**src/pdc_pkg.sv**
```systemverilog
package pdc_pkg;

	localparam int ADDR_W = 8;
	localparam int DATA_W = 32;
	localparam logic [ADDR_W-1:0] OFF_MSTBY = 8'h00;
	localparam logic [ADDR_W-1:0] OFF_SYSCTL = 8'h04;
	localparam logic [ADDR_W-1:0] OFF_DIVCTL = 8'h08;
	localparam logic [ADDR_W-1:0] OFF_STATUS = 8'h0c;

	localparam logic [7:0] MSTBY_RESET = 8'h00;
	localparam int BIT_T16 = 4;
	localparam int BIT_T8A = 3;
	localparam int BIT_T8B = 2;
	localparam int BIT_ADC = 0;

	localparam int SYS_DEEP_BIT = 7;
	localparam int SYS_WAIT_LSB = 4;
	localparam int SYS_NMIEDGE_BIT = 3;
	localparam logic [2:0] WAIT_RESET = 3'h0;
	localparam logic [2:0] WAIT_SHORT = 3'h6;
	localparam logic [2:0] WAIT_ILLEGAL = 3'h7;
	localparam logic [1:0] DIV_RESET = 2'h0;

	localparam int BASE_STATES = 8192;
	localparam int SHORT_STATES = 1024;
	localparam int CNT_W = 19;
	localparam logic [7:0] PERIPH_IDLE_READ = 8'hff;

	typedef enum logic [5:0] {
		ST_RUN = 6'h01,
		ST_SLEEP = 6'h02,
		ST_SWSTBY = 6'h04,
		ST_SETTLE = 6'h08,
		ST_RESET = 6'h10,
		ST_HWSTBY = 6'h20
	} pd_state_t;

endpackage

```
**src/settle_if.sv**
```systemverilog
interface settle_if;
	logic start;
	logic [2:0] code;
	logic [1:0] div;
	logic done;
	logic busy;
	modport ctrl (output start, output code, output div, input done, input busy);
	modport timer (input start, input code, input div, output done, output busy);
endinterface

```
**src/power_down_mode_controller.sv**
```systemverilog
// Added by the designer: the APB register port and the register offsets.
module power_down_mode_controller
	import pdc_pkg::*;
#(
	parameter int SETTLE_BASE_STATES = BASE_STATES,
	parameter int SETTLE_SHORT_STATES = SHORT_STATES
) (
	// Clock and reset
	input wire logic CORE_CLK,
	input wire logic RST,
	// APB slave
	input wire logic PSEL,
	input wire logic PENABLE,
	input wire logic PWRITE,
	input wire logic [ADDR_W-1:0] PADDR,
	input wire logic [DATA_W-1:0] PWDATA,
	output logic [DATA_W-1:0] PRDATA,
	output logic PREADY,
	output logic PSLVERR,
	// Processor core
	input wire logic HALT_EXEC,
	input wire logic INT_REQ,
	input wire logic CORE_MASKED,
	input wire logic [2:0] IRQ_ENABLE,
	// Pins
	input wire logic CHIP_INIT_IN_N,
	input wire logic HW_STANDBY_IN_N,
	input wire logic NMI_IN,
	input wire logic [2:0] IRQ_IN_N,
	// Power state outputs
	output logic CORE_HALT,
	output logic CLOCK_RUN,
	output logic PERIPH_HALT,
	output logic PERIPH_RESET,
	output logic PORT_HOLD,
	output logic PORT_HIZ,
	output logic HW_STANDBY_ACT,
	output logic INT_EXC_START,
	output logic RESET_EXC_START,
	// Module standby outputs
	output logic TIMER16_STANDBY,
	output logic TIMER8_CH01_STANDBY,
	output logic TIMER8_CH23_STANDBY,
	output logic ADC_STANDBY,
	output logic [1:0] CLOCK_DIVIDE
);

	// The longest wait code must still fit the settle counter
	if (SETTLE_BASE_STATES < 1 || SETTLE_SHORT_STATES < 1) begin
		$error("settle lengths must be positive");
	end
	if ((SETTLE_BASE_STATES << 5) > (1 << CNT_W) || SETTLE_SHORT_STATES > (1 << CNT_W)) begin
		$error("settle lengths exceed the settle counter");
	end

	// Pin synchronisers
	logic init_n_s1_q;
	logic init_n_s2_q;
	logic hwstby_n_s1_q;
	logic hwstby_n_s2_q;
	logic nmi_s1_q;
	logic nmi_s2_q;
	logic nmi_prev_q;
	logic [2:0] irq_n_s1_q;
	logic [2:0] irq_n_s2_q;

	// Idle levels at reset, so no false edge or wake follows reset
	always_ff @(posedge CORE_CLK or posedge RST) begin
		if (RST) begin
			init_n_s1_q <= 1'b1;
			init_n_s2_q <= 1'b1;
			hwstby_n_s1_q <= 1'b1;
			hwstby_n_s2_q <= 1'b1;
			nmi_s1_q <= 1'b0;
			nmi_s2_q <= 1'b0;
			nmi_prev_q <= 1'b0;
			irq_n_s1_q <= 3'h7;
			irq_n_s2_q <= 3'h7;
		end else begin
			init_n_s1_q <= CHIP_INIT_IN_N;
			init_n_s2_q <= init_n_s1_q;
			hwstby_n_s1_q <= HW_STANDBY_IN_N;
			hwstby_n_s2_q <= hwstby_n_s1_q;
			nmi_s1_q <= NMI_IN;
			nmi_s2_q <= nmi_s1_q;
			nmi_prev_q <= nmi_s2_q;
			irq_n_s1_q <= IRQ_IN_N;
			irq_n_s2_q <= irq_n_s1_q;
		end
	end

	// Registers
	logic [7:0] mstby_q;
	logic deep_q;
	logic [2:0] wait_q;
	logic nmi_edge_sel_q;
	logic [1:0] div_q;
	pd_state_t state_q;
	pd_state_t state_d;

	settle_if sif ();

	settle_timer #(
		.BASE_LEN(SETTLE_BASE_STATES),
		.SHORT_LEN(SETTLE_SHORT_STATES)
	) i_settle_timer (
		.clk(CORE_CLK),
		.rst(RST),
		.sif(sif)
	);

	// APB decode
	logic acc;
	logic wr_fire;
	logic regs_init;
	logic map_hit;

	function automatic logic addr_mapped(input logic [ADDR_W-1:0] a);
		return (a == OFF_MSTBY) || (a == OFF_SYSCTL) || (a == OFF_DIVCTL) || (a == OFF_STATUS);
	endfunction

	function automatic logic [DATA_W-1:0] read_word(input logic [ADDR_W-1:0] a);
		logic [DATA_W-1:0] w;
		w = '0;
		unique case (a)
			OFF_MSTBY: w[7:0] = mstby_q;
			OFF_SYSCTL: begin
				w[SYS_DEEP_BIT] = deep_q;
				w[SYS_WAIT_LSB +: 3] = wait_q;
				w[SYS_NMIEDGE_BIT] = nmi_edge_sel_q;
			end
			OFF_DIVCTL: w[1:0] = div_q;
			OFF_STATUS: begin
				w[5:0] = state_q;
				w[8] = sif.busy;
			end
			default: w = '0;
		endcase
		return w;
	endfunction

	assign acc = PSEL && PENABLE;
	// Unmapped offsets answer with an error and never write
	assign map_hit = addr_mapped(PADDR);
	// One wait state: the answer comes from flip-flops, so the write lands at the completing edge
	assign wr_fire = acc && PREADY && PWRITE && map_hit;
	// chip reset and hardware standby reinitialise
	assign regs_init = !init_n_s2_q || (state_q == ST_HWSTBY) || !hwstby_n_s2_q;

	// The second access edge sees PREADY high and closes the transfer
	always_ff @(posedge CORE_CLK or posedge RST) begin
		if (RST) begin
			PREADY <= 1'b0;
			PRDATA <= '0;
			PSLVERR <= 1'b0;
		end else if (acc && !PREADY) begin
			PREADY <= 1'b1;
			PRDATA <= PWRITE ? '0 : read_word(PADDR);
			PSLVERR <= !map_hit;
		end else begin
			PREADY <= 1'b0;
			PRDATA <= '0;
			PSLVERR <= 1'b0;
		end
	end

	always_ff @(posedge CORE_CLK or posedge RST) begin
		if (RST) begin
			mstby_q <= MSTBY_RESET;
		end else if (regs_init) begin
			mstby_q <= MSTBY_RESET;
		end else if (wr_fire && PADDR == OFF_MSTBY) begin
			mstby_q <= PWDATA[7:0];
		end
	end

	// System control fields
	always_ff @(posedge CORE_CLK or posedge RST) begin
		if (RST) begin
			deep_q <= 1'b0;
			wait_q <= WAIT_RESET;
			nmi_edge_sel_q <= 1'b0;
		end else if (regs_init) begin
			deep_q <= 1'b0;
			wait_q <= WAIT_RESET;
			nmi_edge_sel_q <= 1'b0;
		end else if (wr_fire && PADDR == OFF_SYSCTL) begin
			deep_q <= PWDATA[SYS_DEEP_BIT];
			nmi_edge_sel_q <= PWDATA[SYS_NMIEDGE_BIT];
			if (PWDATA[SYS_WAIT_LSB +: 3] != WAIT_ILLEGAL)
				wait_q <= PWDATA[SYS_WAIT_LSB +: 3];
		end
	end

	always_ff @(posedge CORE_CLK or posedge RST) begin
		if (RST) begin
			div_q <= DIV_RESET;
		end else if (regs_init) begin
			div_q <= DIV_RESET;
		end else if (wr_fire && PADDR == OFF_DIVCTL) begin
			div_q <= PWDATA[1:0];
		end
	end

	// Wake sources
	logic nmi_edge;
	logic sleep_wake;
	logic sw_wake;

	assign nmi_edge = nmi_edge_sel_q ? (nmi_s2_q && !nmi_prev_q) : (!nmi_s2_q && nmi_prev_q);
	assign sleep_wake = nmi_edge || (INT_REQ && !CORE_MASKED);
	assign sw_wake = nmi_edge || ((|(~irq_n_s2_q & IRQ_ENABLE)) && !CORE_MASKED);

	// Mode sequencer
	always_comb begin
		state_d = state_q;
		sif.start = 1'b0;
		// Pins come first: a wake in the same cycle as a pin event is dropped
		if (!hwstby_n_s2_q) begin
			state_d = ST_HWSTBY;
		end else if (!init_n_s2_q) begin
			state_d = ST_RESET;
		end else begin
			unique case (state_q)
				ST_RUN: begin
					if (HALT_EXEC) begin
						state_d = deep_q ? ST_SWSTBY : ST_SLEEP;
					end
				end
				ST_SLEEP: begin
					if (sleep_wake)
						state_d = ST_RUN;
				end
				ST_SWSTBY: begin
					if (sw_wake) begin
						state_d = ST_SETTLE;
						sif.start = 1'b1;
					end
				end
				ST_SETTLE: begin
					if (sif.done)
						state_d = ST_RUN;
				end
				ST_RESET: state_d = ST_RUN;
				// Hardware standby is always left through the reset state
				ST_HWSTBY: state_d = ST_RESET;
				default: state_d = ST_RESET;
			endcase
		end
	end

	// The timer latches code and divide at start, so a later write cannot stretch a wait
	assign sif.code = wait_q;
	assign sif.div = div_q;

	always_ff @(posedge CORE_CLK or posedge RST) begin
		if (RST) begin
			state_q <= ST_RUN;
		end else begin
			state_q <= state_d;
		end
	end

	// Exception start pulses
	// One cycle wide, so the core enters each handler once
	always_ff @(posedge CORE_CLK or posedge RST) begin
		if (RST) begin
			INT_EXC_START <= 1'b0;
			RESET_EXC_START <= 1'b0;
		end else begin
			INT_EXC_START <= (state_d == ST_RUN) && (state_q == ST_SLEEP || state_q == ST_SETTLE);
			RESET_EXC_START <= (state_d == ST_RUN) && (state_q == ST_RESET);
		end
	end

	// Software standby and its settle wait share one output pattern
	function automatic logic in_deep(input pd_state_t s);
		return (s == ST_SWSTBY) || (s == ST_SETTLE);
	endfunction

	// Power state outputs follow the next state so they line up with it
	always_ff @(posedge CORE_CLK or posedge RST) begin
		if (RST) begin
			CORE_HALT <= 1'b0;
			CLOCK_RUN <= 1'b1;
			PERIPH_HALT <= 1'b0;
			PERIPH_RESET <= 1'b0;
			PORT_HOLD <= 1'b0;
			PORT_HIZ <= 1'b0;
			HW_STANDBY_ACT <= 1'b0;
		end else begin
			CORE_HALT <= (state_d != ST_RUN);
			CLOCK_RUN <= (state_d == ST_RUN) || (state_d == ST_SLEEP) || (state_d == ST_RESET);
			PERIPH_HALT <= in_deep(state_d) || (state_d == ST_HWSTBY);
			PERIPH_RESET <= in_deep(state_d) || (state_d == ST_HWSTBY) || (state_d == ST_RESET);
			PORT_HOLD <= in_deep(state_d);
			PORT_HIZ <= (state_d == ST_HWSTBY);
			HW_STANDBY_ACT <= (state_d == ST_HWSTBY);
		end
	end

	// Module standby outputs: a standby peripheral reads all ones and drops writes
	always_ff @(posedge CORE_CLK or posedge RST) begin
		if (RST) begin
			TIMER16_STANDBY <= 1'b0;
			TIMER8_CH01_STANDBY <= 1'b0;
			TIMER8_CH23_STANDBY <= 1'b0;
			ADC_STANDBY <= 1'b0;
			CLOCK_DIVIDE <= DIV_RESET;
		end else begin
			TIMER16_STANDBY <= mstby_q[BIT_T16];
			TIMER8_CH01_STANDBY <= mstby_q[BIT_T8A];
			TIMER8_CH23_STANDBY <= mstby_q[BIT_T8B];
			ADC_STANDBY <= mstby_q[BIT_ADC];
			CLOCK_DIVIDE <= div_q;
		end
	end

endmodule

```
**src/settle_timer.sv**
```systemverilog
module settle_timer
	import pdc_pkg::*;
#(
	parameter int BASE_LEN = BASE_STATES,
	parameter int SHORT_LEN = SHORT_STATES
) (
	// Clock and reset
	input wire logic clk,
	input wire logic rst,
	// Control side
	settle_if.timer sif
);

	if (BASE_LEN < 1 || SHORT_LEN < 1 || (BASE_LEN << 5) > (1 << CNT_W) || SHORT_LEN > (1 << CNT_W)) begin
		$error("settle lengths out of range");
	end

	logic [CNT_W-1:0] cnt_q;
	logic [CNT_W-1:0] len_q;
	logic [2:0] pre_q;
	logic [1:0] div_q;
	logic busy_q;
	logic done_q;
	logic tick;

	function automatic logic [CNT_W-1:0] state_len(input logic [2:0] code);
		if (code == WAIT_SHORT)
			return CNT_W'(SHORT_LEN - 1);
		return CNT_W'((BASE_LEN << code) - 1);
	endfunction

	function automatic logic [2:0] div_mask(input logic [1:0] div);
		return 3'((1 << div) - 1);
	endfunction

	assign tick = (pre_q == div_mask(div_q));

	always_ff @(posedge clk or posedge rst) begin
		if (rst) begin
			pre_q <= 3'h0;
		end else if (sif.start || tick) begin
			pre_q <= 3'h0;
		end else begin
			pre_q <= pre_q + 3'h1;
		end
	end

	always_ff @(posedge clk or posedge rst) begin
		if (rst) begin
			cnt_q <= '0;
			len_q <= '0;
			div_q <= DIV_RESET;
			busy_q <= 1'b0;
			done_q <= 1'b0;
		end else begin
			done_q <= 1'b0;
			if (sif.start) begin
				cnt_q <= '0;
				len_q <= state_len(sif.code);
				div_q <= sif.div;
				busy_q <= 1'b1;
			end else if (busy_q && tick) begin
				if (cnt_q == len_q) begin
					busy_q <= 1'b0;
					done_q <= 1'b1;
				end else begin
					cnt_q <= cnt_q + CNT_W'(1);
				end
			end
		end
	end

	assign sif.done = done_q;
	assign sif.busy = busy_q;

endmodule
```
**config.mk**
```make
export PLATFORM = sky130hd
export DESIGN_NAME = power_down_mode_controller
export DESIGN_NICKNAME = d
export VERILOG_FILES = /design/src/pdc_pkg.sv /design/src/settle_if.sv /design/src/power_down_mode_controller.sv /design/src/settle_timer.sv
export SDC_FILE = /design/constraint.sdc
export NUM_CORES = 1
export LEC_CHECK = 0
export BUFFER_PORTS_ARGS = -buffer_cell sky130_fd_sc_hd__buf_2
export CORE_ASPECT_RATIO = 0.5
export CORE_UTILIZATION = 52
export CTS_CLUSTER_DIAMETER = 150
export DETAILED_ROUTE_END_ITERATION = 7
export HOLD_SLACK_MARGIN = 0.05
export PLACE_DENSITY_LB_ADDON = 0.25
export REMOVE_ABC_BUFFERS = 1
export SLEW_MARGIN = 20
export SYNTH_ARGS = -nofsm -noshare
export SYNTH_HDL_FRONTEND = slang
export SYNTH_SLANG_ARGS = --single-unit
```
**constraint.sdc**
```tcl
create_clock -name CORE_CLK -period 3.04 [get_ports CORE_CLK]
set_clock_uncertainty 0.1 [all_clocks]
set_input_delay 0.152 -clock CORE_CLK [delete_from_list [all_inputs] [get_ports CORE_CLK]]
set_output_delay 0.152 -clock CORE_CLK [all_outputs]
set_load 0.005 [all_outputs]
```
==> summary.md, run 1 <==
| Metric | Value |
|---|---|
| Post-DR wirelength/cell | roughly 14 µm |
| CP Max Fanout | 37 |
| Cell variety after synth | 48 |
| Total detailed-routing wirelength | 8806 µm |
| Clock root buffer | sky130_fd_sc_hd__clkbuf_16 |
| Number of enable-type register cells in the synthesized netlist | 0 |
| Core Rows | 23 |
| Highest ir drop seen on vdd | 0.0003547 V |
| Overflow left after global routing | 0 |
| Antenna Diode Count | 0 |
| Time the final worst path needs with I/O delays and setup | about 2.5 ns |
| Crit end category | flop |
| Fraction of synthesis flops using an asynchronous set or reset pin | 100.0% |
| Simple-gate portion of the synthesized area | a little over a fifth |
| CTS tree | built |
| Clock buffer depth | 2 |
| Least-Margin Pin Slew | roughly 0.82 ns |
| Total Neg Setup Slack | 0 ns |
| Number of fillers in the final layout | around 670 |
| Run status | complete, no violations |
| Proportion of layout cells with a drive suffix above 1 | about a fifth |
| Pin count of the biggest net entering global routing | between 90 and 100 |
| Static Leak | 2.423 nW |
| Hold_ws | between 0.09 and 0.1 ns |
| Max Cap Violations | 0 |
| GRT Overall Usage | a little over a fifth |
| Synth-to-layout area growth | 18.83% |
| Largest family of logic cells by synthesized area | simple AND/OR/NAND/NOR gates |
| Post-synthesis sequential element count | 93 |
| # DRC | 0 |
| Fraction of synthesized area in multiplexers | 2.822% |
| Cell at the slowest stage of the critical path | sky130_fd_sc_hd__or4_1 |
| Kind of launch point of the worst setup path | flop |
| Count of final max-slew check failures | 0 |
| Adder and majority cell fraction of the synthesized area | 0.5759% |
| Data arrival time of the critical path | between 2 and 3 ns |
| Per-instance average area after synthesis | around 9.9 µm² |
| Setup repair after global routing missed its margin | false |
| Final Setup Violations | 0 |
| Global-route wire length before repair | roughly 14000 µm |
| Starting Density | around 54% |
| Via count of the first global-routing pass | ~3000 |
| I/O pin count | between 100 and 150 |
| Worst hold path class | input pin to flop |
| Xor and xnor area share after synthesis | under 10% |
| Fraction of the cycle the final worst path needs | just over 80% |
| Data required time at the worst endpoint | 3.20 ns |
| Area of the placeable core | 8058 µm² |
| # nets final | roughly 570 |
| Dominant cells by area after synthesis | sky130_fd_sc_hd__dfrtp_1, sky130_fd_sc_hd__dfstp_2, sky130_fd_sc_hd__buf_4 |
| Compound-cell area share of the yosys netlist | 12.01% |
| Number of buffers added by the clock tree synthesis step | 9 |
| Clock Sink Count | 93 |
| Critical path start-end classification | flop to flop |
| Area fraction of the dominant cell type after synthesis | between 40% and 50% |
| DR pass1 iterations | 5 |
| Setup repair bufs after CTS | 0 |
| Placement Cell Area | 4643 µm² |
| HPWL after detailed placement | roughly 5600 µm |
| Vertical die dimension | roughly 67 µm |
| CP peak stage delay | ~0.53 ns |
| Cells traversed along the worst timing path | or4_1 > a21oi_2 > o21ai_1 > o21bai_4 > buf_4 > or4_1 > a21oi_1 |
| Initial antenna violation count | 0 |
| Crit-path most repeated cell | sky130_fd_sc_hd__or4_1 |
| Top cell type by total area after synthesis | sky130_fd_sc_hd__dfrtp_1 |
| Final hold violation count | 0 |
| F_max | slightly above 400 MHz |
| Finished layout cell area | ~5200 µm² |
| Total of warnings raised by yosys | 0 |
| Main flop type after synthesis | sky130_fd_sc_hd__dfrtp_1 |
| H-Tree Depth | 3 |
| Via-per-instance ratio | 5.350 |
| Cell depth of the worst min-delay path | 2 |
| Worst slew slack as a fraction of its limit | 45.38% |
| Post-synthesis cell area | 4345 µm² |
| Die Outline Area | 8749 µm² |
| Horizontal die dimension | 131.3 µm |
| Power per standard cell area | about 500 nW/µm² |
| Sequential area share after synthesis | a little over half |
| Clock insertion delay at the later pin of the skew report | between 0.3 and 0.4 ns |
| Cell count after synthesis | 440 |
| Post-CTS clock slew at the launch and capture registers of the worst setup and hold paths | about 0.07 ns |
| Depth of the worst register-to-register path | 7 |
| Antenna viol nets, final | 0 |
| Number of port buffers | a little under 60 |
| Starting DRT DRC Count | 336 |
| Via count | 3365 |
| Final weighted congestion in routability-driven placement | 0.8459 |
-- flip-flops by register name (all words and copies together), names as in the netlist, 2 cells and up --
name,flops
CLOCK_DIVIDE,2
irq_n_s2_q,3
i_settle_timer.div_q,2
PRDATA,9
i_settle_timer.cnt_q,19
i_settle_timer.len_q,8
irq_n_s1_q,3
i_settle_timer.pre_q,3
state_q,6
div_q,2
sif.code,3
mstby_q,8
-- per-layer routing --
metal	part of all wire, %	GRT usage, %	up-vias
li1	-	-	1648
met1	46	28.39	1616
met2	48	34.38	94
met3	4.6	6.012	7
met4	1.0	8.721	0
met5	0	0	-
-- layout by cell type, fill, tap and decap left out, types with 2 or more instances in the layout --
master	synthesis	routed
sky130_fd_sc_hd__dfstp_2	12	12
sky130_fd_sc_hd__buf_2	2	58
sky130_fd_sc_hd__or2_2	3	3
sky130_fd_sc_hd__dlygate4sd3_1	0	20
sky130_fd_sc_hd__o31ai_1	8	8
sky130_fd_sc_hd__nand3_1	27	27
sky130_fd_sc_hd__dfrtp_1	81	81
sky130_fd_sc_hd__ha_1	2	2
sky130_fd_sc_hd__clkbuf_16	0	11
sky130_fd_sc_hd__conb_1	1	23
sky130_fd_sc_hd__nor4_1	4	4
sky130_fd_sc_hd__o31a_1	2	2
sky130_fd_sc_hd__xor2_1	9	9
sky130_fd_sc_hd__or3_1	12	12
sky130_fd_sc_hd__a22oi_1	3	3
sky130_fd_sc_hd__o21ai_1	5	5
sky130_fd_sc_hd__a31oi_1	6	6
sky130_fd_sc_hd__o221a_2	3	3
sky130_fd_sc_hd__mux2i_1	10	10
sky130_fd_sc_hd__a21oi_1	35	35
sky130_fd_sc_hd__o211ai_1	3	3
sky130_fd_sc_hd__nor3_1	10	10
sky130_fd_sc_hd__and3_1	4	4
sky130_fd_sc_hd__inv_1	16	15
sky130_fd_sc_hd__o21ai_0	12	12
sky130_fd_sc_hd__buf_4	24	4
sky130_fd_sc_hd__clkinv_2	0	2
sky130_fd_sc_hd__nor2_1	33	33
sky130_fd_sc_hd__nand4_1	4	4
sky130_fd_sc_hd__mux2_2	2	2
sky130_fd_sc_hd__nand2b_1	9	9
sky130_fd_sc_hd__nand2_1	45	45
sky130_fd_sc_hd__nand3b_1	2	2
sky130_fd_sc_hd__nand4b_1	3	3
sky130_fd_sc_hd__or4_1	16	16
sky130_fd_sc_hd__o21a_1	2	2
sky130_fd_sc_hd__and3b_1	2	2
-- critical path, delay by kind of cell (launching register included) --
kind | cells | cell delay, ns
DFF | 1 | 0.42
buffers and inverters | 1 | 0.24
and+or+nand+nor | 2 | 1.06
AOI/OAI and AO/OA | 4 | 0.58
-- path summary, 6_finish.rpt --
path / startpoint / end / slack, ns
max: i_settle_timer.div_q[1] / i_settle_timer.cnt_q[18] / 0.56
max in group asynchronous: RST / irq_n_s2_q[2] / 2.07
min in group asynchronous: RST / i_settle_timer.cnt_q[0] / 0.35
min: PADDR[3] / PRDATA[7] / 0.09
max reg2reg: i_settle_timer.div_q[1] / i_settle_timer.cnt_q[18] / 0.56
min reg2reg: nmi_s1_q / nmi_s2_q / 0.25
-- final cells by class --
type | count | area, µm² | area share (%)
flip-flops and latches | 93 | 2342 | 45.36
well taps | 112 | 140.1 | 2.714
repair buffers | 83 | 540.5 | 10.47
multi-input cells | 309 | 1759 | 34.07
clock buffers | 12 | 289.0 | 5.597
clock inverters | 4 | 31.28 | 0.6058
inverters | 16 | 61.31 | 1.187
-- power breakdown --
group | leakage [nW] | internal (W) | switching (W)
logic | 1.08 | 0.0000509 | 0.0000694
registers | 1.18 | 0.00126 | 0.00000825
clock network | 0.162 | 0.000684 | 0.000491
total | 2.42 | 0.00199 | 0.000568
-- per-stage QoR --
stage,power [W],setup slack [ns],std cells,util (%)
4_1_cts,0.002592,0.5569,629,64.08
6_report,0.002561,0.5560,629,64.08
3_5_place_dp,0.001390,0.5850,593,57.62
5_1_grt,0.002652,0.4012,629,64.08
3_3_place_gp,0.001388,0.6303,593,57.62
2_1_floorplan,0.001337,0.3875,418,-
-- Yosys cell counts, types with 9 or more instances --
library cell,count
sky130_fd_sc_hd__o21ai_0,12
sky130_fd_sc_hd__nand2_1,45
sky130_fd_sc_hd__nand3_1,27
sky130_fd_sc_hd__dfstp_2,12
sky130_fd_sc_hd__inv_1,16
sky130_fd_sc_hd__xor2_1,9
sky130_fd_sc_hd__nand2b_1,9
sky130_fd_sc_hd__nor3_1,10
sky130_fd_sc_hd__nor2_1,33
sky130_fd_sc_hd__buf_4,24
sky130_fd_sc_hd__a21oi_1,35
sky130_fd_sc_hd__mux2i_1,10
sky130_fd_sc_hd__or3_1,12
sky130_fd_sc_hd__or4_1,16
sky130_fd_sc_hd__clkbuf_1,15
sky130_fd_sc_hd__dfrtp_1,81
-- cells by family (layout without fill, tap and decap cells) --
logic type | Yosys count | count (layout)
fa+ha+maj | 2 | 2
buf+inv | 60 | 115
simple gates | 178 | 178
flops | 93 | 93
mux | 12 | 12
other cells | 1 | 23
xor+xnor | 10 | 10
compound gates | 84 | 84
-- what timing repair did --
item,4_1_cts,5_1_grt
resized for setup,0,0
endpoints found under the hold margin,104,0
setup endpoints to repair,0,0
hold buffers,20,0
Power figures use the tool's default switching activity.
==> inputs of run 2 (changes only) <==
--- a/config.mk
+++ b/config.mk
@@ -5,6 +5,7 @@
 export SDC_FILE = /design/constraint.sdc
 export NUM_CORES = 1
 export LEC_CHECK = 0
+export ABC_AREA = 1
 export BUFFER_PORTS_ARGS = -buffer_cell sky130_fd_sc_hd__buf_2
 export CORE_ASPECT_RATIO = 0.5
 export CORE_UTILIZATION = 52
==> constraint.sdc (replaced) <==
create_clock -name CORE_CLK -period 2.4 [get_ports CORE_CLK]
set_clock_uncertainty 0.1 [all_clocks]
set_input_delay 0.12 -clock CORE_CLK [delete_from_list [all_inputs] [get_ports CORE_CLK]]
set_output_delay 0.12 -clock CORE_CLK [all_outputs]
set_load 0.005 [all_outputs]
==> summary.md, run 2 <==
| Metric | Value |
|---|---|
| Top cell type by total area after synthesis | sky130_fd_sc_hd__dfrtp_1 |
| Clock Sink Count | 93 |
| Max Cap Violations | 0 |
| Antenna Diode Count | 0 |
| CP peak stage delay | ~0.57 ns |
| Core Rows | 24 |
| Fraction of synthesis flops using an asynchronous set or reset pin | between 90% and 100% |
| Routed wl met3 | around 470 µm |
| Source of the worst register-to-register timing path | i_settle_timer.cnt_q[0] |
| Area of the placeable core | slightly below 9000 µm² |
| Clock buffer depth | 2 |
| Time the final worst path needs with I/O delays and setup | 1.980 ns |
| Cell with the most instances after synthesis | sky130_fd_sc_hd__nand2_1 |
| Depth of the worst register-to-register path | 8 |
| Proportion of layout cells with a drive suffix above 1 | 18.33% |
| Post-synthesis cell area | 4771 µm² |
| Simple-gate portion of the synthesized area | a little under a third |
| Highest ir drop seen on vdd | about 0.00037 V |
| Data required time at the worst endpoint | between 2 and 3 ns |
| Worst hold path class | input pin to asynchronous set/reset pin |
| Area fraction of the dominant cell type after synthesis | between 40% and 50% |
| DR pass1 iterations | 6 |
| Largest registers | i_settle_timer.cnt_q: 19 flops, PRDATA: 9 flops |
| Cell at the slowest stage of the critical path | sky130_fd_sc_hd__dlygate4sd3_1 |
| Main flop type after synthesis | sky130_fd_sc_hd__dfrtp_1 |
| Final Power | 0.003361 W |
| CP Max Fanout | 4 |
| Total of warnings raised by yosys | 0 |
| Post-DR wirelength/cell | 13.26 µm |
| Least-Margin Pin Slew | 0.6750 ns |
| Per-instance average area after synthesis | ~8.2 µm² |
| F_max | 505.0 MHz |
| Reg2Reg Setup Slack | ~0.44 ns |
| Synth-to-layout area growth | 16.36% |
| H-Tree Depth | 3 |
| Setup repair after global routing missed its margin | false |
| Register area | ~2300 µm² |
| Starting Density | between 50% and 60% |
| Crit end category | flop |
| Dominant cells by area after synthesis | sky130_fd_sc_hd__dfrtp_1, sky130_fd_sc_hd__nand2_1, sky130_fd_sc_hd__dfstp_2 |
| Total detailed-routing wirelength | approximately 10000 µm |
| Final weighted congestion in routability-driven placement | 0.9259 |
| Post-CTS clock slew at the launch and capture registers of the worst setup and hold paths | roughly 0.070 ns |
| Largest family of logic cells by synthesized area | simple AND/OR/NAND/NOR gates |
| Uppermost layer routed | met4 |
| Area used by multi-input combinational logic | 1957 µm² |
| Commonest cells in the netlist | sky130_fd_sc_hd__nand2_1, sky130_fd_sc_hd__dfrtp_1, sky130_fd_sc_hd__inv_1, sky130_fd_sc_hd__nor2_1, sky130_fd_sc_hd__nand3_1 |
| Post-synthesis sequential element count | between 90 and 100 |
| Power per standard cell area | 605.3 nW/µm² |
| Endpoint of the worst register-to-register path | i_settle_timer.cnt_q[18] |
| Final hold violation count | 0 |
| Compound-cell area share of the yosys netlist | around 5.4% |
| GRT Overall Usage | 24.01% |
| Number of port buffers | 58 |
| Clock root buffer | sky130_fd_sc_hd__clkbuf_16 |
| Static Leak | around 2.8 nW |
| Vertical die dimension | around 70 µm |
| Starting DRT DRC Count | 226 |
| Number of fillers in the final layout | about 780 |
| Register with the most flip-flops | i_settle_timer.cnt_q |
| Total Neg Setup Slack | 0 ns |
| Initial antenna violation count | 0 |
| Adder and majority cell fraction of the synthesized area | 0.5245% |
| Fraction of the cycle the final worst path needs | 82.50% |
| Via count | roughly 4000 |
| CTS tree | built |
| Critical path start-end classification | input pin to flop |
| Most frequent cells in the layout | sky130_fd_sc_hd__nand2_1, sky130_fd_sc_hd__dfrtp_1, sky130_fd_sc_hd__inv_1, sky130_fd_sc_hd__buf_2, sky130_fd_sc_hd__nor2_1 |
| Horizontal die dimension | roughly 140 µm |
| Clock insertion delay at the later pin of the skew report | 0.34 ns |
| Xor and xnor area share after synthesis | 2.570% |
| HPWL after detailed placement | around 7000 µm |
| Run status | complete, no violations |
| Cell variety after synth | 37 |
| Cell count after synthesis | between 500 and 600 |
| Largest register FFs | 19 |
| Final Setup Violations | 0 |
| Die Outline Area | 9585 µm² |
| I/O pin count | between 100 and 150 |
| Pin count of the biggest net entering global routing | 55 |
| Count of final max-slew check failures | 0 |
| Antenna viol nets, final | 0 |
| Post-Place Setup Slack | between 0.4 and 0.5 ns |
| Routed wl met2 | around 4900 µm |
| Most common library cell in the layout ignoring fill and taps | sky130_fd_sc_hd__nand2_1 |
| Fraction of synthesized area in multiplexers | 0% |
| Data arrival time of the critical path | ~2.1 ns |
| Number of enable-type register cells in the synthesized netlist | 0 |
| Worst slew slack as a fraction of its limit | between 50% and 60% |
| # DRC | 0 |
| Global-route wire length before repair | approximately 18000 µm |
| Met1 routed wirelength after detailed routing | approximately 4700 µm |
| Overflow left after global routing | 0 |
| Kind of launch point of the worst setup path | input pin |
| Cells traversed along the worst timing path | dlygate4sd3_1 > buf_2 > nand2_1 > dlygate4sd3_1 > nor2_1 > inv_1 > nor2_1 > inv_1 > nor3_1 |
| # nets final | between 700 and 800 |
| Via count of the first global-routing pass | between 3000 and 4000 |
| Final Util | between 60% and 70% |
| Sequential area share after synthesis | 49.10% |
| Number of buffers added by the clock tree synthesis step | 9 |
| Minimum setup slack in the final design | between 0.4 and 0.5 ns |
| Via-per-instance ratio | 5.108 |
run 2: worst max path at each step:
stage                            start                        to  slack, ns  depth (start not counted)
3_5_place_dp   i_settle_timer.cnt_q[0]  i_settle_timer.cnt_q[17]       0.47                          8
3_3_place_gp   i_settle_timer.cnt_q[0]  i_settle_timer.cnt_q[18]       0.53                          8
4_1_cts        i_settle_timer.cnt_q[0]  i_settle_timer.cnt_q[18]       0.45                          8
2_1_floorplan                      RST               ADC_STANDBY      -0.22                          1
5_1_grt                        PENABLE                 PRDATA[8]       0.21                          9
6_report                       PENABLE                 PRDATA[8]       0.42                          9
run 2: cell families (layout without fill, tap and decap cells):
kind of cell | count (synthesis) | count (layout)
AOI/OAI and AO/OA | 47 | 47
xor gates and xnor gates | 14 | 14
adders and majority gates | 2 | 2
buffers and inverters | 107 | 166
DFF | 93 | 93
other | 1 | 23
and+or+nand+nor | 315 | 315
run 2: routing by layer:
metal	vias to the layer above	GRT usage, %
met5	-	0
met4	0	8.669
met3	27	5.994
met2	113	38.53
met1	1876	31.49
li1	1953	-
run 2: through the flow:
stage          std cells  area (µm²)  hold slack (ns)
3_5_place_dp         742        5039          -0.1222
4_1_cts              777        5552          0.06078
5_1_grt              777        5552          0.06486
3_3_place_gp         742        5039          -0.1237
6_report             777        5552          0.06023
2_1_floorplan        563        4558          0.02448
run 2: repair_timing:
item | CTS | global route
hold buffers | 19 | 0
hold endpoints to repair | 105 | 0
buffers inserted | 0 | 0
resized for setup | 0 | 0
endpoints found under the setup margin | 0 | 0
run 2: layout make-up:
cell class,count,area share (%)
Sequential cell,93,42.19
Clock inverter,6,1.690
Inverter,69,4.688
Timing Repair Buffer,81,9.421
Clock buffer,10,4.124
Tap cell,117,2.637
Multi-Input combinational cell,401,35.25
run 2: worst max-delay path: cells and delay by family:
family	cells	cell delay, ns
simple gates	4	0.59
buf+inv	5	1.43
run 2: power breakdown:
group / total (W) / switching, W / leakage (nW) / internal [W]
registers: 0.00162 / 0.0000206 / 1.18 / 0.00160
logic: 0.000183 / 0.000113 / 1.43 / 0.0000703
clock network: 0.00155 / 0.000628 / 0.159 / 0.000927
